==> config.mk <==
export PLATFORM = sky130hd
export DESIGN_NAME = axis_backlash_torque_cancel
export DESIGN_NICKNAME = d
export VERILOG_FILES = /design/src/rtl/abtc_sync3.v /design/src/rtl/abtc_trq_clamp.v /design/src/rtl/axis_backlash_torque_cancel.v
export VERILOG_INCLUDE_DIRS = /design/src /design/src/rtl
export SDC_FILE = /design/constraint.sdc
export NUM_CORES = 1
export LEC_CHECK = 0
export BUFFER_PORTS_ARGS = -buffer_cell sky130_fd_sc_hd__buf_2
export CAP_MARGIN = 5
export CORE_UTILIZATION = 30
export DETAILED_ROUTE_END_ITERATION = 8
export PLACE_DENSITY = 0.53
export SLEW_MARGIN = 20
export SYNTH_ARGS = -nofsm -noshare
export SYNTH_HDL_FRONTEND = slang
export SYNTH_HIERARCHICAL = 1
export SYNTH_SLANG_ARGS = --single-unit
==> constraint.sdc <==
create_clock -name sys_clk -period 3.2 [get_ports sys_clk]
set_clock_uncertainty 0.1 [all_clocks]
set_input_delay 0.16 -clock sys_clk [delete_from_list [all_inputs] [get_ports sys_clk]]
set_output_delay 0.16 -clock sys_clk [all_outputs]
set_load 0.01 [all_outputs]
==> src/rtl/abtc_regs.vh <==
`ifndef ABTC_REGS_VH
`define ABTC_REGS_VH
// torque limit range in percent of rated torque
`define ABTC_TRQ_MIN       11'h001
`define ABTC_TRQ_MAX       11'h3E8
`define ABTC_TRQ_W         11
// torque source select codes
`define ABTC_SRC_BLOCK     2'h0
`define ABTC_SRC_PROG      2'h1
`define ABTC_SRC_CHANGE    2'h2
// move kinds
`define ABTC_MOVE_POS      2'h0
`define ABTC_MOVE_JOG      2'h1
`define ABTC_MOVE_HWHEEL   2'h2
// instruction kinds; home and simultaneous forbid cancelling
`define ABTC_INS_NORMAL    2'h0
`define ABTC_INS_HOME      2'h1
`define ABTC_INS_SIMUL     2'h2
// cancel source selects
`define ABTC_CSRC_X        3'h0
`define ABTC_CSRC_Y        3'h1
`define ABTC_CSRC_M        3'h2
`define ABTC_CSRC_B        3'h3
`define ABTC_CSRC_F        3'h4
// backlash amount width in pulses
`define ABTC_BL_W          16
`endif

==> src/rtl/abtc_sync3.v <==
`timescale 1ns/1ns
// three-stage synchroniser; output changes when stages two and three agree
module abtc_sync3 (
  input  wire sys_clk,
  input  wire srst,
  input  wire din,
  output reg  dout
);
  reg s1;
  reg s2;
  reg s3;
  // shift chain and agreement filter
  always @(posedge sys_clk) begin
    if (srst) begin
      s1   <= 1'b0;
      s2   <= 1'b0;
      s3   <= 1'b0;
      dout <= 1'b0;
    end else begin
      s1 <= din;
      s2 <= s1;
      s3 <= s2;
      if (s2 == s3) begin
        dout <= s3;
      end
    end
  end
endmodule // abtc_sync3

==> src/rtl/abtc_trq_clamp.v <==
`timescale 1ns/1ns
`include "abtc_regs.vh"
// clamps a demanded torque to a limit, both in percent of rated torque
module abtc_trq_clamp #(
  parameter W = `ABTC_TRQ_W
) (
  input  wire [W-1:0] demand,
  input  wire [W-1:0] limit,
  output wire [W-1:0] result
);
  // pass the smaller of the two
  assign result = (demand > limit) ? limit : demand;
endmodule // abtc_trq_clamp

==> src/rtl/axis_backlash_torque_cancel.v <==
`timescale 1ns/1ns
`include "abtc_regs.vh"
// Summary of operation
// - first start, home direction: no compensation
// - first start, other direction: compensate
// - jog start reversal: compensate
// - positioning or handwheel reversal: compensate
// - compensate after home return completes
// - absolute mode saves, restores direction state
// - compensation pulses added to feed value
// - new amount used only after home return or reset
// - torque limit accepted from 1 to 1000
// - demanded torque clamped to active limit while running
// - limit from selected parameter block
// - program's own limit while it runs
// - change request replaces active limit
// - start rejected while external stop asserted
// - skip request lets start bypass stop
// - cancel during run: decelerate and stop
// - cancel selectable from five device kinds
// - no cancel for home or simultaneous start
// - cancel-then-start ignores follow-on program
module axis_backlash_torque_cancel #(
  parameter BLW = `ABTC_BL_W,
  parameter TW  = `ABTC_TRQ_W,
  parameter FW  = 32
) (
  input  wire            sys_clk,
  input  wire            srst,
  input  wire            start_req,
  input  wire [1:0]      move_kind,
  input  wire [1:0]      instr_kind,
  input  wire            move_dir,
  input  wire            feed_pulse,
  input  wire            home_dir,
  input  wire            home_done,
  input  wire            abs_mode,
  input  wire            power_off,
  input  wire            saved_dir_valid,
  input  wire            saved_dir,
  input  wire [BLW-1:0]  bl_amount_cfg,
  input  wire [TW-1:0]   trq_block,
  input  wire            prog_trq_valid,
  input  wire [TW-1:0]   trq_prog,
  input  wire            torque_limit_change_request,
  input  wire [TW-1:0]   trq_change,
  input  wire [TW-1:0]   trq_demand,
  input  wire            ext_stop_pin,
  input  wire            stop_skip_request,
  input  wire            cancel_enable,
  input  wire            cancel_then_start,
  input  wire [2:0]      cancel_src_sel,
  input  wire [4:0]      cancel_src,
  input  wire            move_done,
  output reg             start_ok,
  output reg             start_err,
  output reg             running,
  output reg             decel_stop,
  output reg             follow_on_ignored,
  output reg             comp_pulse,
  output reg             comp_busy,
  output reg             feed_out,
  output reg             feed_dir,
  output reg  [FW-1:0]   feed_value,
  output reg  [TW-1:0]   trq_active,
  output reg  [TW-1:0]   trq_out,
  output reg             trq_set_err,
  output reg             save_dir_valid,
  output reg             save_dir
);
  reg            ext_stop_sync;
  reg            last_dir;
  reg            dir_known;
  reg [BLW-1:0]  bl_amount;
  reg [BLW-1:0]  comp_cnt;
  reg            pend_start;
  reg            pend_dir;
  reg            skip_armed;
  reg            cancel_armed;
  reg            cts_armed;
  reg            cancel_sel;
  reg            need_comp;
  reg [TW-1:0]   next_trq;
  reg            next_trq_err;
  reg [FW-1:0]   next_feed_value;
  wire [TW-1:0]  clamped;
  wire           start_take;

  // a start is taken only when nothing else owns the axis
  assign start_take = start_req && !running && !comp_busy && !home_done;

  // external stop pin into the clock domain
  // three stages keep a pin glitch from refusing a start
  abtc_sync3 u_stop_sync (
    .sys_clk (sys_clk),
    .srst    (srst),
    .din     (ext_stop_pin),
    .dout    (ext_stop_sync)
  );

  abtc_trq_clamp #(.W(TW)) u_clamp (
    .demand (trq_demand),
    .limit  (trq_active),
    .result (clamped)
  );

  // cancel source multiplexer
  always @* begin
    case (cancel_src_sel)
      `ABTC_CSRC_X: cancel_sel = cancel_src[0];
      `ABTC_CSRC_Y: cancel_sel = cancel_src[1];
      `ABTC_CSRC_M: cancel_sel = cancel_src[2];
      `ABTC_CSRC_B: cancel_sel = cancel_src[3];
      `ABTC_CSRC_F: cancel_sel = cancel_src[4];
      default:      cancel_sel = 1'b0;
    endcase
  end

  // compensation decision for a new start
  always @* begin
    need_comp = 1'b0;
    if (!dir_known) begin
      need_comp = (move_dir != home_dir);
    end else begin
      need_comp = (move_dir != last_dir);
    end
  end

  // one feed step in the present feed direction
  always @* begin
    if (feed_dir) begin
      next_feed_value = feed_value - {{(FW-1){1'b0}}, 1'b1};
    end else begin
      next_feed_value = feed_value + {{(FW-1){1'b0}}, 1'b1};
    end
  end

  // torque limit selection and range check
  always @* begin
    next_trq     = trq_active;
    next_trq_err = 1'b0;
    if (torque_limit_change_request) begin
      next_trq = trq_change;
    end else if (start_take) begin
      next_trq = prog_trq_valid ? trq_prog : trq_block;
    end
    if (next_trq < `ABTC_TRQ_MIN || next_trq > `ABTC_TRQ_MAX) begin
      next_trq     = trq_active;
      next_trq_err = torque_limit_change_request || start_take;
    end
  end

  // torque limit register and clamped output
  always @(posedge sys_clk) begin
    if (srst) begin
      // the limit starts at the top of the range
      trq_active  <= `ABTC_TRQ_MAX;
      trq_out     <= {TW{1'b0}};
      trq_set_err <= 1'b0;
    end else begin
      trq_active  <= next_trq;
      trq_set_err <= next_trq_err;
      trq_out     <= running ? clamped : trq_demand;
    end
  end

  // start, cancel, backlash and feed sequencing
  always @(posedge sys_clk) begin
    if (srst) begin
      start_ok          <= 1'b0;
      start_err         <= 1'b0;
      running           <= 1'b0;
      decel_stop        <= 1'b0;
      follow_on_ignored <= 1'b0;
      comp_pulse        <= 1'b0;
      comp_busy         <= 1'b0;
      feed_out          <= 1'b0;
      feed_dir          <= 1'b0;
      feed_value        <= {FW{1'b0}};
      save_dir_valid    <= 1'b0;
      save_dir          <= 1'b0;
      last_dir          <= 1'b0;
      dir_known         <= 1'b0;
      // power-on amount so the first start can compensate
      bl_amount         <= bl_amount_cfg;
      comp_cnt          <= {BLW{1'b0}};
      pend_start        <= 1'b0;
      pend_dir          <= 1'b0;
      skip_armed        <= 1'b0;
      cancel_armed      <= 1'b0;
      cts_armed         <= 1'b0;
    end else begin
      start_ok          <= 1'b0;
      start_err         <= 1'b0;
      decel_stop        <= 1'b0;
      follow_on_ignored <= 1'b0;
      comp_pulse        <= 1'b0;
      feed_out          <= 1'b0;
      if (stop_skip_request) begin
        skip_armed <= 1'b1;
      end
      // restore saved direction in absolute mode
      if (abs_mode && saved_dir_valid && !dir_known) begin
        last_dir  <= saved_dir;
        dir_known <= 1'b1;
      end
      // store direction state at power off
      if (power_off && abs_mode) begin
        save_dir_valid <= dir_known;
        save_dir       <= last_dir;
      end
      if (home_done) begin
        // adopt new amount at home return
        bl_amount <= bl_amount_cfg;
        if (bl_amount_cfg != {BLW{1'b0}}) begin
          comp_cnt  <= bl_amount_cfg;
          comp_busy <= 1'b1;
          feed_dir  <= ~home_dir;
        end
        last_dir  <= ~home_dir;
        dir_known <= 1'b1;
      end else if (comp_busy) begin
        comp_pulse <= 1'b1;
        feed_out   <= 1'b1;
        feed_value <= next_feed_value;
        comp_cnt   <= comp_cnt - {{(BLW-1){1'b0}}, 1'b1};
        if (comp_cnt == {{(BLW-1){1'b0}}, 1'b1}) begin
          comp_busy <= 1'b0;
          if (pend_start) begin
            pend_start <= 1'b0;
            running    <= 1'b1;
          end
        end
      end else if (running) begin
        if (cancel_armed && cancel_sel) begin
          running    <= 1'b0;
          decel_stop <= 1'b1;
          follow_on_ignored <= cts_armed;
        end else if (move_done) begin
          running <= 1'b0;
        end else if (feed_pulse) begin
          feed_out   <= 1'b1;
          feed_value <= next_feed_value;
        end
        // cancel, completion or a feed pulse in this cycle go first
        if (!(cancel_armed && cancel_sel) && !move_done && !feed_pulse) begin
          // handwheel moves may reverse at any time
          if (move_kind == `ABTC_MOVE_HWHEEL && move_dir != last_dir
              && bl_amount != {BLW{1'b0}}) begin
            comp_cnt   <= bl_amount;
            comp_busy  <= 1'b1;
            feed_dir   <= move_dir;
            last_dir   <= move_dir;
            pend_start <= 1'b1;
            running    <= 1'b0;
          end else if (move_kind == `ABTC_MOVE_HWHEEL) begin
            last_dir <= move_dir;
            feed_dir <= move_dir;
          end
        end
      end else if (start_req) begin
        if (ext_stop_sync && !skip_armed) begin
          start_err <= 1'b1;
        end else begin
          skip_armed   <= 1'b0;
          start_ok     <= 1'b1;
          // no cancel for home or simultaneous
          cancel_armed <= cancel_enable && (instr_kind == `ABTC_INS_NORMAL);
          cts_armed    <= cancel_then_start;
          feed_dir     <= move_dir;
          last_dir     <= move_dir;
          dir_known    <= 1'b1;
          if (need_comp && bl_amount != {BLW{1'b0}}) begin
            comp_cnt   <= bl_amount;
            comp_busy  <= 1'b1;
            pend_start <= 1'b1;
          end else begin
            running <= 1'b1;
          end
        end
      end
    end
  end
endmodule // axis_backlash_torque_cancel

==> key figures, run 1 <==
Synthesis
  • Syn_area_per_cell: 8.26 µm²
  • Area leader, netlist: dfxtp_1
  • Async set-reset flop share out of synthesis: 0
  • Mapped Cells: 833
  • Most frequent cell after synthesis: dfxtp_1
  • Commonest cells in the netlist: 92 x dfxtp_1, 90 x nor2_1, 89 x nand2_1
  • Post-synth EDFFs: 16
  • Synth warnings: 6
  • Commonest register cell after synthesis: dfxtp_1
  • Top cells by area, synth: dfxtp_1 27%, ha_1 7.8%, edfxtp_1 7.0%
  • Post-synth cell types: 71
  • Seq/Total Area, Yosys: 0.337
  • Post-synth top area share: 0.268
  • Cell area after synthesis: 6880 µm²
  • Seq cells post-synth: 108
  • Net Count, Synth: 967

Power and ir drop
  • VDD IR max: 0.000233 V
  • Power Dens Cells: 428 nW/µm²
  • Static leakage: 3.96 nW

Detailed routing
  • Final wirelength: 20.6 mm
  • Via density: 5.14
  • Initial DRT Pass Iterations: 5
  • Post-DR wirelength/cell: 15.8 µm
  • DRT antenna net count: 0
  • Via count: 6723
  • Post-route DRC: 0
  • Initial drt markers: 318

STA
  • Achievable frequency: 0.342 GHz
  • Max Slew Vio Count: 0
  • Final hold viol count: 0
  • Min Tclk post-route: 2930 ps
  • Setup ws final: 273 ps
  • Final setup vio count: 0
  • Worst Tran Pin Value: 673 ps
  • Rel. slew slack: 0.540
  • Tcrit/Tclk final: 0.915

Clocking
  • TritonCTS clock tree: yes
  • Worst-skew pair later-pin latency: 360 ps
  • Clock Sinks: 108
  • CTS Buf Count: 9
  • Clock buffer depth: 2
  • Root buf cell: clkbuf_16
  • CTS H-tree depth: 3
  • Post-CTS Setup Bufs: 0
  • Clk pin slew, worst setup/hold paths: 80 ps

Setup path
  • Worst Path Required: 3340 ps
  • Crit Path Class: register to register
  • Setup crit start kind: register
  • CP Max Fanout: 16
  • Worst EP arrival: 3070 ps
  • Nature of the critical path endpoint: register

GRT
  • Total GRT Usage: 0.175
  • Global-route wire length before repair: 32.7 mm
  • Number of global-route vias before repair: 6217
  • Largest net degree at the start of global routing: 84
  • Remaining global-route overflow: 0
  • Antenna violations before repair: 0

Placement
  • Post-DP HPWL: 15.3 mm
  • Setup WS pre-CTS: 141 ps
  • Area after DPL: 8100 µm²
  • Port buffer count: 155
  • Final GP Congestion: 0.838

Final layout
  • Syn-to-layout area delta: 27.3%
  • Fin nets: 1153
  • Share of cells above drive strength 1: 0.218
  • Post-route cell area: 8760 µm²
  • Fillers: 2338

Floorplan
  • Initial Util: 0.305
  • Die Width: 153 µm
  • Die area: 23600 µm²
  • Core Rows: 55
  • Chip height: 153 µm
  • Core Footprint: 22600 µm²
  • IO Count: 156

Outcome
  • Status: finished clean

Run
  • Max-Cap Viols: 0

Hold path
  • Worst min-delay path category: primary input to register
## cells in the final DEF (no fill, tap or decap), types with 17 or more instances in the layout
master         count
a211oi_1          17
a21o_1            18
a21oi_1           61
buf_2            155
buf_4             25
dfxtp_1           91
dlygate4sd3_1     32
ha_1              43
inv_1             26
mux2i_1           43
nand2_1           89
nand3_1           18
nor2_1            90
nor3_1            20
o21ai_0           63
## layer usage
metal	global-route usage	share of wire	vias up
met5	0	0	-
met4	0.0462	0.015	0
met3	0.0272	0.034	17
met2	0.295	0.48	152
met1	0.231	0.48	3107
li1	-	-	3447
## stage by stage
stage          utilization  TNS, ps  cells  hold slack (ps)  total power, W
3_5_place_dp         0.359        0   1261              266         0.00251
5_1_grt              0.388    -53.7   1308             23.1         0.00395
6_report             0.388        0   1309             28.2         0.00375
4_1_cts              0.387        0   1308             11.8         0.00379
3_3_place_gp         0.359        0   1261              267         0.00251
2_1_floorplan            -        0    833              129         0.00219
## what timing repair did
action / 4_1_cts / 5_1_grt
setup endpoints to repair: 0 / 11
gates resized for setup: 0 / 4
hold endpoints to repair: 31 / 0
hold buffers: 32 / 0
## path summary, 6_finish.rpt
kind	startpoint	end	slack, ps	cells after the start
min	trq_demand[7]	trq_out[7]	30	3
min reg2reg	u_stop_sync/s1	u_stop_sync/s2	350	1
max reg2reg	feed_dir	feed_value[25]	270	11
max	feed_dir	feed_value[25]	270	11
## where the power goes
part	switching [W]	internal, W	total, W
Sequential	0.0000874	0.00148	0.00156
Clock	0.000544	0.000691	0.00124
Combinational	0.000532	0.000417	0.000949
Total	0.00116	0.00258	0.00375
## critical path, cell delays in order (launching register included)
cell,delay [ps]
dfxtp_4,420
buf_4,180
ha_1,370
o21ai_0,100
o2bb2ai_1,160
a211oi_2,260
a21oi_1,120
a31oi_2,220
and3_1,270
a31oi_1,110
a41o_1,210
a311o_1,310
## layout make-up
cell class                      instances  area, µm²  area share
Clock buffer                            9        225      0.0257
Antenna cell                            1       2.50    0.000286
Sequential cell                       108       2330       0.265
Multi-Input combinational cell        658       4310       0.492
Inverter                               27        101      0.0116
Clock inverter                          6       95.1      0.0109
Tap cell                              285        357      0.0407
Timing Repair Buffer                  215       1340       0.153
## sequential cells by signal, summed over array words and instances (netlist names), 11 cells and up
register / flops
comp_cnt: 16
trq_active: 11
bl_amount: 16
feed_value: 32
trq_out: 11
## logic make-up after synthesis
logic type	share of synthesized area
XOR/XNOR	0.0305
AND/OR/NAND/NOR	0.210
buffers and inverters	0.0394
adder cells (fa/ha/maj)	0.0811
flip-flops	0.337
AO/OA/AOI/OAI	0.218
multiplexers	0.0838
Note: power is estimated with default switching activity, not from simulation.
==> run 2: changes to the inputs <==
- ABC_AREA: not set -> 1
- PLACE_DENSITY: 0.53 -> 0.52
==> run 2 against run 1 <==
  * Global-route usage grew 0.54 points
  * Wire length rose by 14%
  * Utilization fell by 1.3 points
  * Via count is 22% higher
  * Sequential share of layout area is 2.2 points lower
  * Total power grew 8.5%
  * Cell area up 9.0%
  * Count of clock-buffer cells in the layout stayed put
  * Critical path type unchanged
  * Combinational power increased by 32%
  * Cell count grew 32%
  * Register-to-register slack better by 320 ps
  * Sequential power increased by 3%
==> key figures, run 2 <==
Outcome
  • Status: finished clean

Floorplan
  • IO Count: 156
  • Die Width: 164 µm
  • Core Rows: 58
  • Core Footprint: 25500 µm²
  • Die area: 26900 µm²
  • Chip height: 164 µm
  • Initial Util: 0.309

GRT
  • Antenna violations before repair: 0
  • Largest net degree at the start of global routing: 72
  • Global-route wire length before repair: 38.5 mm
  • Number of global-route vias before repair: 7819
  • Total GRT Usage: 0.180
  • Remaining global-route overflow: 0

Synthesis
  • Commonest register cell after synthesis: dfxtp_1
  • Async set-reset flop share out of synthesis: 0
  • Post-synth cell types: 50
  • Syn_area_per_cell: 6.45 µm²
  • Net Count, Synth: 1353
  • Mapped Cells: 1219
  • Top cells by area, synth: dfxtp_1 23%, nand2_1 16%, nor2_1 7.6%
  • Post-synth EDFFs: 16
  • Seq/Total Area, Yosys: 0.295
  • Synth warnings: 6
  • Post-synth top area share: 0.234
  • Most frequent cell after synthesis: nand2_1
  • Seq cells post-synth: 108
  • Area leader, netlist: dfxtp_1
  • Cell area after synthesis: 7870 µm²
  • Commonest cells in the netlist: 339 x nand2_1, 160 x nor2_1, 132 x inv_1

Final layout
  • Top flop regs: feed_value: 32 flops, bl_amount: 16 flops, comp_cnt: 16 flops
  • Most frequent cells in the layout: 339 x nand2_1, 160 x nor2_1, 155 x buf_2
  • Most common cell after layout, fill and taps aside: nand2_1
  • Fin cells: 1724
  • Share of cells above drive strength 1: 0.174
  • Fillers: 2810
  • Fin nets: 1523
  • Final core area utilization: 0.375
  • # diodes: 0
  • Largest register FFs: 32
  • Syn-to-layout area delta: 21.3%
  • Top reg by flops: feed_value

Detailed routing
  • Post-DR wirelength/cell: 13.7 µm
  • Initial drt markers: 490
  • Initial DRT Pass Iterations: 5
  • Via density: 4.75
  • DRT antenna net count: 0
  • Via count: 8193
  • Final wirelength: 23.6 mm
  • Post-route DRC: 0

Setup path
  • Nature of the critical path endpoint: register
  • Worst EP arrival: 2750 ps
  • CP Max Fanout: 16
  • Crit Path Class: register to register
  • Setup crit start kind: register
  • Worst Path Required: 3350 ps

Placement
  • Final GP Congestion: 0.908
  • Post-DP HPWL: 18.2 mm
  • Post-Place Cells: 1678
  • Port buffer count: 155
  • Setup WS pre-CTS: 551 ps

Power and ir drop
  • Clk pwr share: 0.299
  • Power Dens Cells: 426 nW/µm²
  • VDD IR max: 0.000273 V
  • Reg power frac: 0.394
  • Static leakage: 4.79 nW
  • Switch share: 0.360
  • Comb power frac: 0.306
  • Pwr Total: 0.00407 W
  • Pint: 0.00260 W
  • Sw Pwr: 0.00146 W

Clocking
  • Clock Sinks: 108
  • TritonCTS clock tree: yes
  • Clk pin slew, worst setup/hold paths: 80 ps
  • Hold Buf Count CTS: 30
  • Clock buffer depth: 2
  • CTS H-tree depth: 3
  • Worst-skew pair later-pin latency: 370 ps
  • Post_cts resized: 0
  • Post-CTS Setup Bufs: 0
  • CTS Buf Count: 9
  • Root buf cell: clkbuf_16

STA
  • Setup ws final: 596 ps
  • Final setup vio count: 0
  • Min Tclk post-route: 2600 ps
  • Achievable frequency: 0.384 GHz
  • Final hold viol count: 0
  • Worst Tran Pin Value: 845 ps
  • Max Slew Vio Count: 0
  • RSZ-0062 raised after global routing: false
  • Tcrit/Tclk final: 0.814
  • Rel. slew slack: 0.435
  • Final TNS setup: 0 ps

Run
  • Max-Cap Viols: 0

Hold path
  • Worst min-delay path category: primary input to register
run 2: cell count changes after synthesis, sizes merged, moves of 22 or more:
| cell | delta |
|---|---|
| nor2 | +82 |
| nand2 | +263 |
| inv | +113 |
| nand3 | +67 |
| o21ai | +22 |
| mux2i | -42 |
run 2: through the flow:
stage          instance area [µm²]  hold slack (ps)
2_1_floorplan                 7870              131
3_3_place_gp                  8930              269
3_5_place_dp                  8930              268
4_1_cts                       9550             5.32
5_1_grt                       9550             7.65
6_report                      9550             10.3
run 2: final timing paths:
check / from / endpoint / slack [ps] / cells past startpoint
hold / removal: trq_demand[7] / trq_out[7] / 10 / 3
hold reg to reg: u_stop_sync/s1 / u_stop_sync/s2 / 300 / 2
setup / recovery: running / trq_active[1] / 600 / 14
setup reg to reg: running / trq_active[1] / 600 / 14
run 2: power groups by stage:
stage	registers, W	clock network [W]	logic [W]
floorplan	0.00165	0	0.000834
global placement	0.00164	0	0.00121
detailed placement	0.00164	0	0.00122
CTS	0.00161	0.00126	0.00125
global route	0.00162	0.00132	0.00142
finish	0.00160	0.00122	0.00125
run 2: kinds of logic after synthesis:
logic type	count (synthesis)	synth area share
flops	108	0.295
simple gates	664	0.370
mux	2	0.00270
fa+ha+maj	44	0.0709
compound gates	202	0.141
xor+xnor	26	0.0289
buf+inv	173	0.0910
run 2: critical path: stages, from the launching register on:
cell,delay [ps]
dfxtp_1,510
inv_2,350
nand2_2,110
nor2_4,320
nand2_1,130
nand2_1,80
nand2_1,50
nand2_1,110
nand2_1,70
nor2_2,140
nand3_4,140
nand3_4,190
nand2_1,80
nand2_1,60
nor2_1,40
run 2: area by class of cell:
type                       instances  area (µm²)  share of cell area
sequential                       108        2320               0.243
clock inverter                     7        95.1             0.00996
multi-input combinational        938        4840               0.507
clock buffer                       9         225              0.0236
tap                              330         413              0.0433
timing repair buffer             191        1120               0.117
inverter                         141         533              0.0558
run 2: metal layers:
metal  vias to the layer above  part of all wire  track usage
met2                       154              0.47        0.311
met1                      3711              0.48        0.233
li1                       4313                 -            -
met3                        15             0.034       0.0245
met5                         -                 0            0
met4                         0             0.011       0.0484
==> run 3: changes to the inputs <==
- ABC_AREA: 1 -> 0
- PLACE_DENSITY: 0.52 -> 0.53
- clock period: 3.2 -> 2.2 ns (I/O delays scaled with it)
==> run 3 against run 2 <==
  * The flow now finishes with violations (hold timing, setup timing)
  * Worst setup slack worse by 1100 ps
  * Sequential power up 42%
  * Sequential share of layout area down 4.1 points
  * Clock power up 46%
  * Critical path type unchanged
  * Maximum frequency down 4.8%
  * Cell area up 22%
  * Global-route usage up 2.0 points
  * Largest cell class unchanged
  * Combinational power up 78%
  * Wire length up 3.6%
  * First-iteration DRC count down 40%
==> key figures, run 3 (same netlist as run 1, synthesis figures left out) <==
Outcome
  • Status: finished with violations
  • Failing checks: hold timing, setup timing

STA
  • Tcrit/Tclk final: 1.24
  • Final setup vio count: 63
  • Worst Tran Pin Value: 616 ps
  • Final TNS setup: -15580 ps
  • Min Tclk post-route: 2740 ps
  • RSZ-0062 raised after global routing: true
  • Worst hold slack: -5.70 ps
  • Final hold viol count: 1
  • Setup ws final: -536 ps
  • Max Slew Vio Count: 0
  • Achievable frequency: 0.365 GHz
  • Rel. slew slack: 0.589

Final layout
  • Syn-to-layout area delta: 68.8%
  • Fin nets: 1358
  • Top reg by flops: feed_value
  • Most common cell after layout, fill and taps aside: buf_4
  • Share of cells above drive strength 1: 0.483
  • Most frequent cells in the layout: 208 x buf_4, 155 x buf_2, 81 x nand2_1, 81 x nor2_1, 77 x dfxtp_1
  • Final core area utilization: 0.515
  • Largest register FFs: 32
  • Top flop regs: feed_value: 32 flops, bl_amount: 16 flops, comp_cnt: 16 flops

Setup path
  • Setup crit start kind: register
  • Worst path cell trace: buf_6 -> ha_4 -> o21ai_0 -> o2bb2ai_1 -> a211oi_2 -> a21oi_2 -> a31oi_4 -> and3_4 -> a31oi_1 -> a41o_1 -> a311o_1
  • Worst EP arrival: 2880 ps
  • Nature of the critical path endpoint: register
  • Worst Path Required: 2350 ps
  • Crit Path Class: register to register
  • CP max stage cell: dfxtp_4
  • CP max stage delay: 400 ps
  • Worst r2r src: feed_dir
  • Critical Path Start: feed_dir
  • CP Max Fanout: 6

Detailed routing
  • Final wirelength: 24.5 mm
  • Initial drt markers: 293
  • Initial DRT Pass Iterations: 4
  • DRT antenna net count: 0
  • Via count: 7708
  • Post-route DRC: 0
  • Via density: 5.08
  • Post-DR wirelength/cell: 16.1 µm

GRT
  • Number of global-route vias before repair: 7461
  • Antenna violations before repair: 2
  • Total GRT Usage: 0.200
  • Largest net degree at the start of global routing: 42
  • Global-route wire length before repair: 38.0 mm
  • Remaining global-route overflow: 0

Floorplan
  • Chip height: 153 µm
  • Initial Util: 0.305
  • Core Footprint: 22600 µm²
  • Core Rows: 55
  • IO Count: 156
  • Die Width: 153 µm
  • Die area: 23600 µm²

Clocking
  • CTS H-tree depth: 3
  • Worst-skew pair later-pin latency: 370 ps
  • CTS Buf Count: 9
  • Clk pin slew, worst setup/hold paths: 80 ps
  • Clock Sinks: 108
  • Root buf cell: clkbuf_16
  • TritonCTS clock tree: yes
  • Clock buffer depth: 2

Placement
  • Port buffer count: 155
  • Post-DP HPWL: 16.8 mm
  • Final GP Congestion: 0.820
  • Setup WS pre-CTS: -635 ps

Run
  • Max-Cap Viols: 0

Hold path
  • Worst min-delay path category: primary input to register
  • Worst Min Path Start: trq_demand[2]

Power and ir drop
  • Static leakage: 5.22 nW
  • VDD IR max: 0.000343 V
  • Pwr Total: 0.00628 W
  • Power Dens Cells: 541 nW/µm²
[run 3: cell types whose count changed in the layout (fill, tap and decap cells not counted), moves of 17 or more]
cell     delta
a21oi_1    -35
buf_4     +202
buf_6      +17
ha_1       -25
ha_4       +24
inv_1     -115
mux2i_1    +38
nand2_1   -258
nand3_1    -55
nor2_1     -79
o21ai_0    -57
[run 3: cell type report]
class	count	area, µm²
fillers	2141	11000
multi-input cells	659	5440
repair buffers	419	3040
flip-flops and latches	108	2350
well taps	285	357
clock buffers	9	225
inverters	27	106
clock inverters	7	88.8
diodes	2	5.00
[run 3: power by group]
part | switching, W | internal [W]
sequential | 0.000121 | 0.00215
clock | 0.000862 | 0.000916
combinational | 0.00110 | 0.00113
[run 3: repair_timing]
item / in CTS / in global routing
pin swaps: 66 / 59
buffers inserted: 25 / 18
resized for setup: 131 / 92
hold buffers: 27 / 1
setup endpoints to repair: 63 / 66
gates cloned: 5 / 2
hold endpoints to repair: 25 / 1
[run 3: worst max-delay path: cells and delay by family (launching register included)]
kind                       cells  cell delay (ps)
DFF                            1              400
and+or+nand+nor                1              230
buffers and inverters          1              160
adders and majority gates      1              290
AOI/OAI and AO/OA              8             1450
[run 3: path summary, 6_finish.rpt]
kind,endpoint,slack [ps],cells after the start
worst max-delay path,feed_value[25],-540,11
worst min-delay path,trq_out[2],-6,3
worst max register to register,feed_value[25],-540,11
worst min register to register,u_stop_sync/s2,360,1
[run 3: metrics by stage]
step | cell area, µm² | instances
final | 11600 | 1516
after global routing | 11600 | 1515
after CTS | 11200 | 1501
after detailed placement | 9710 | 1429
after global placement | 9710 | 1429
after floorplan | 7230 | 833
[run 3: routing by layer]
metal	up-vias	wire length (µm)	GRT usage
li1	3863	-	-
met1	3653	11400	0.266
met2	167	11500	0.331
met3	25	1140	0.0388
met4	0	386	0.0524
met5	-	0	0
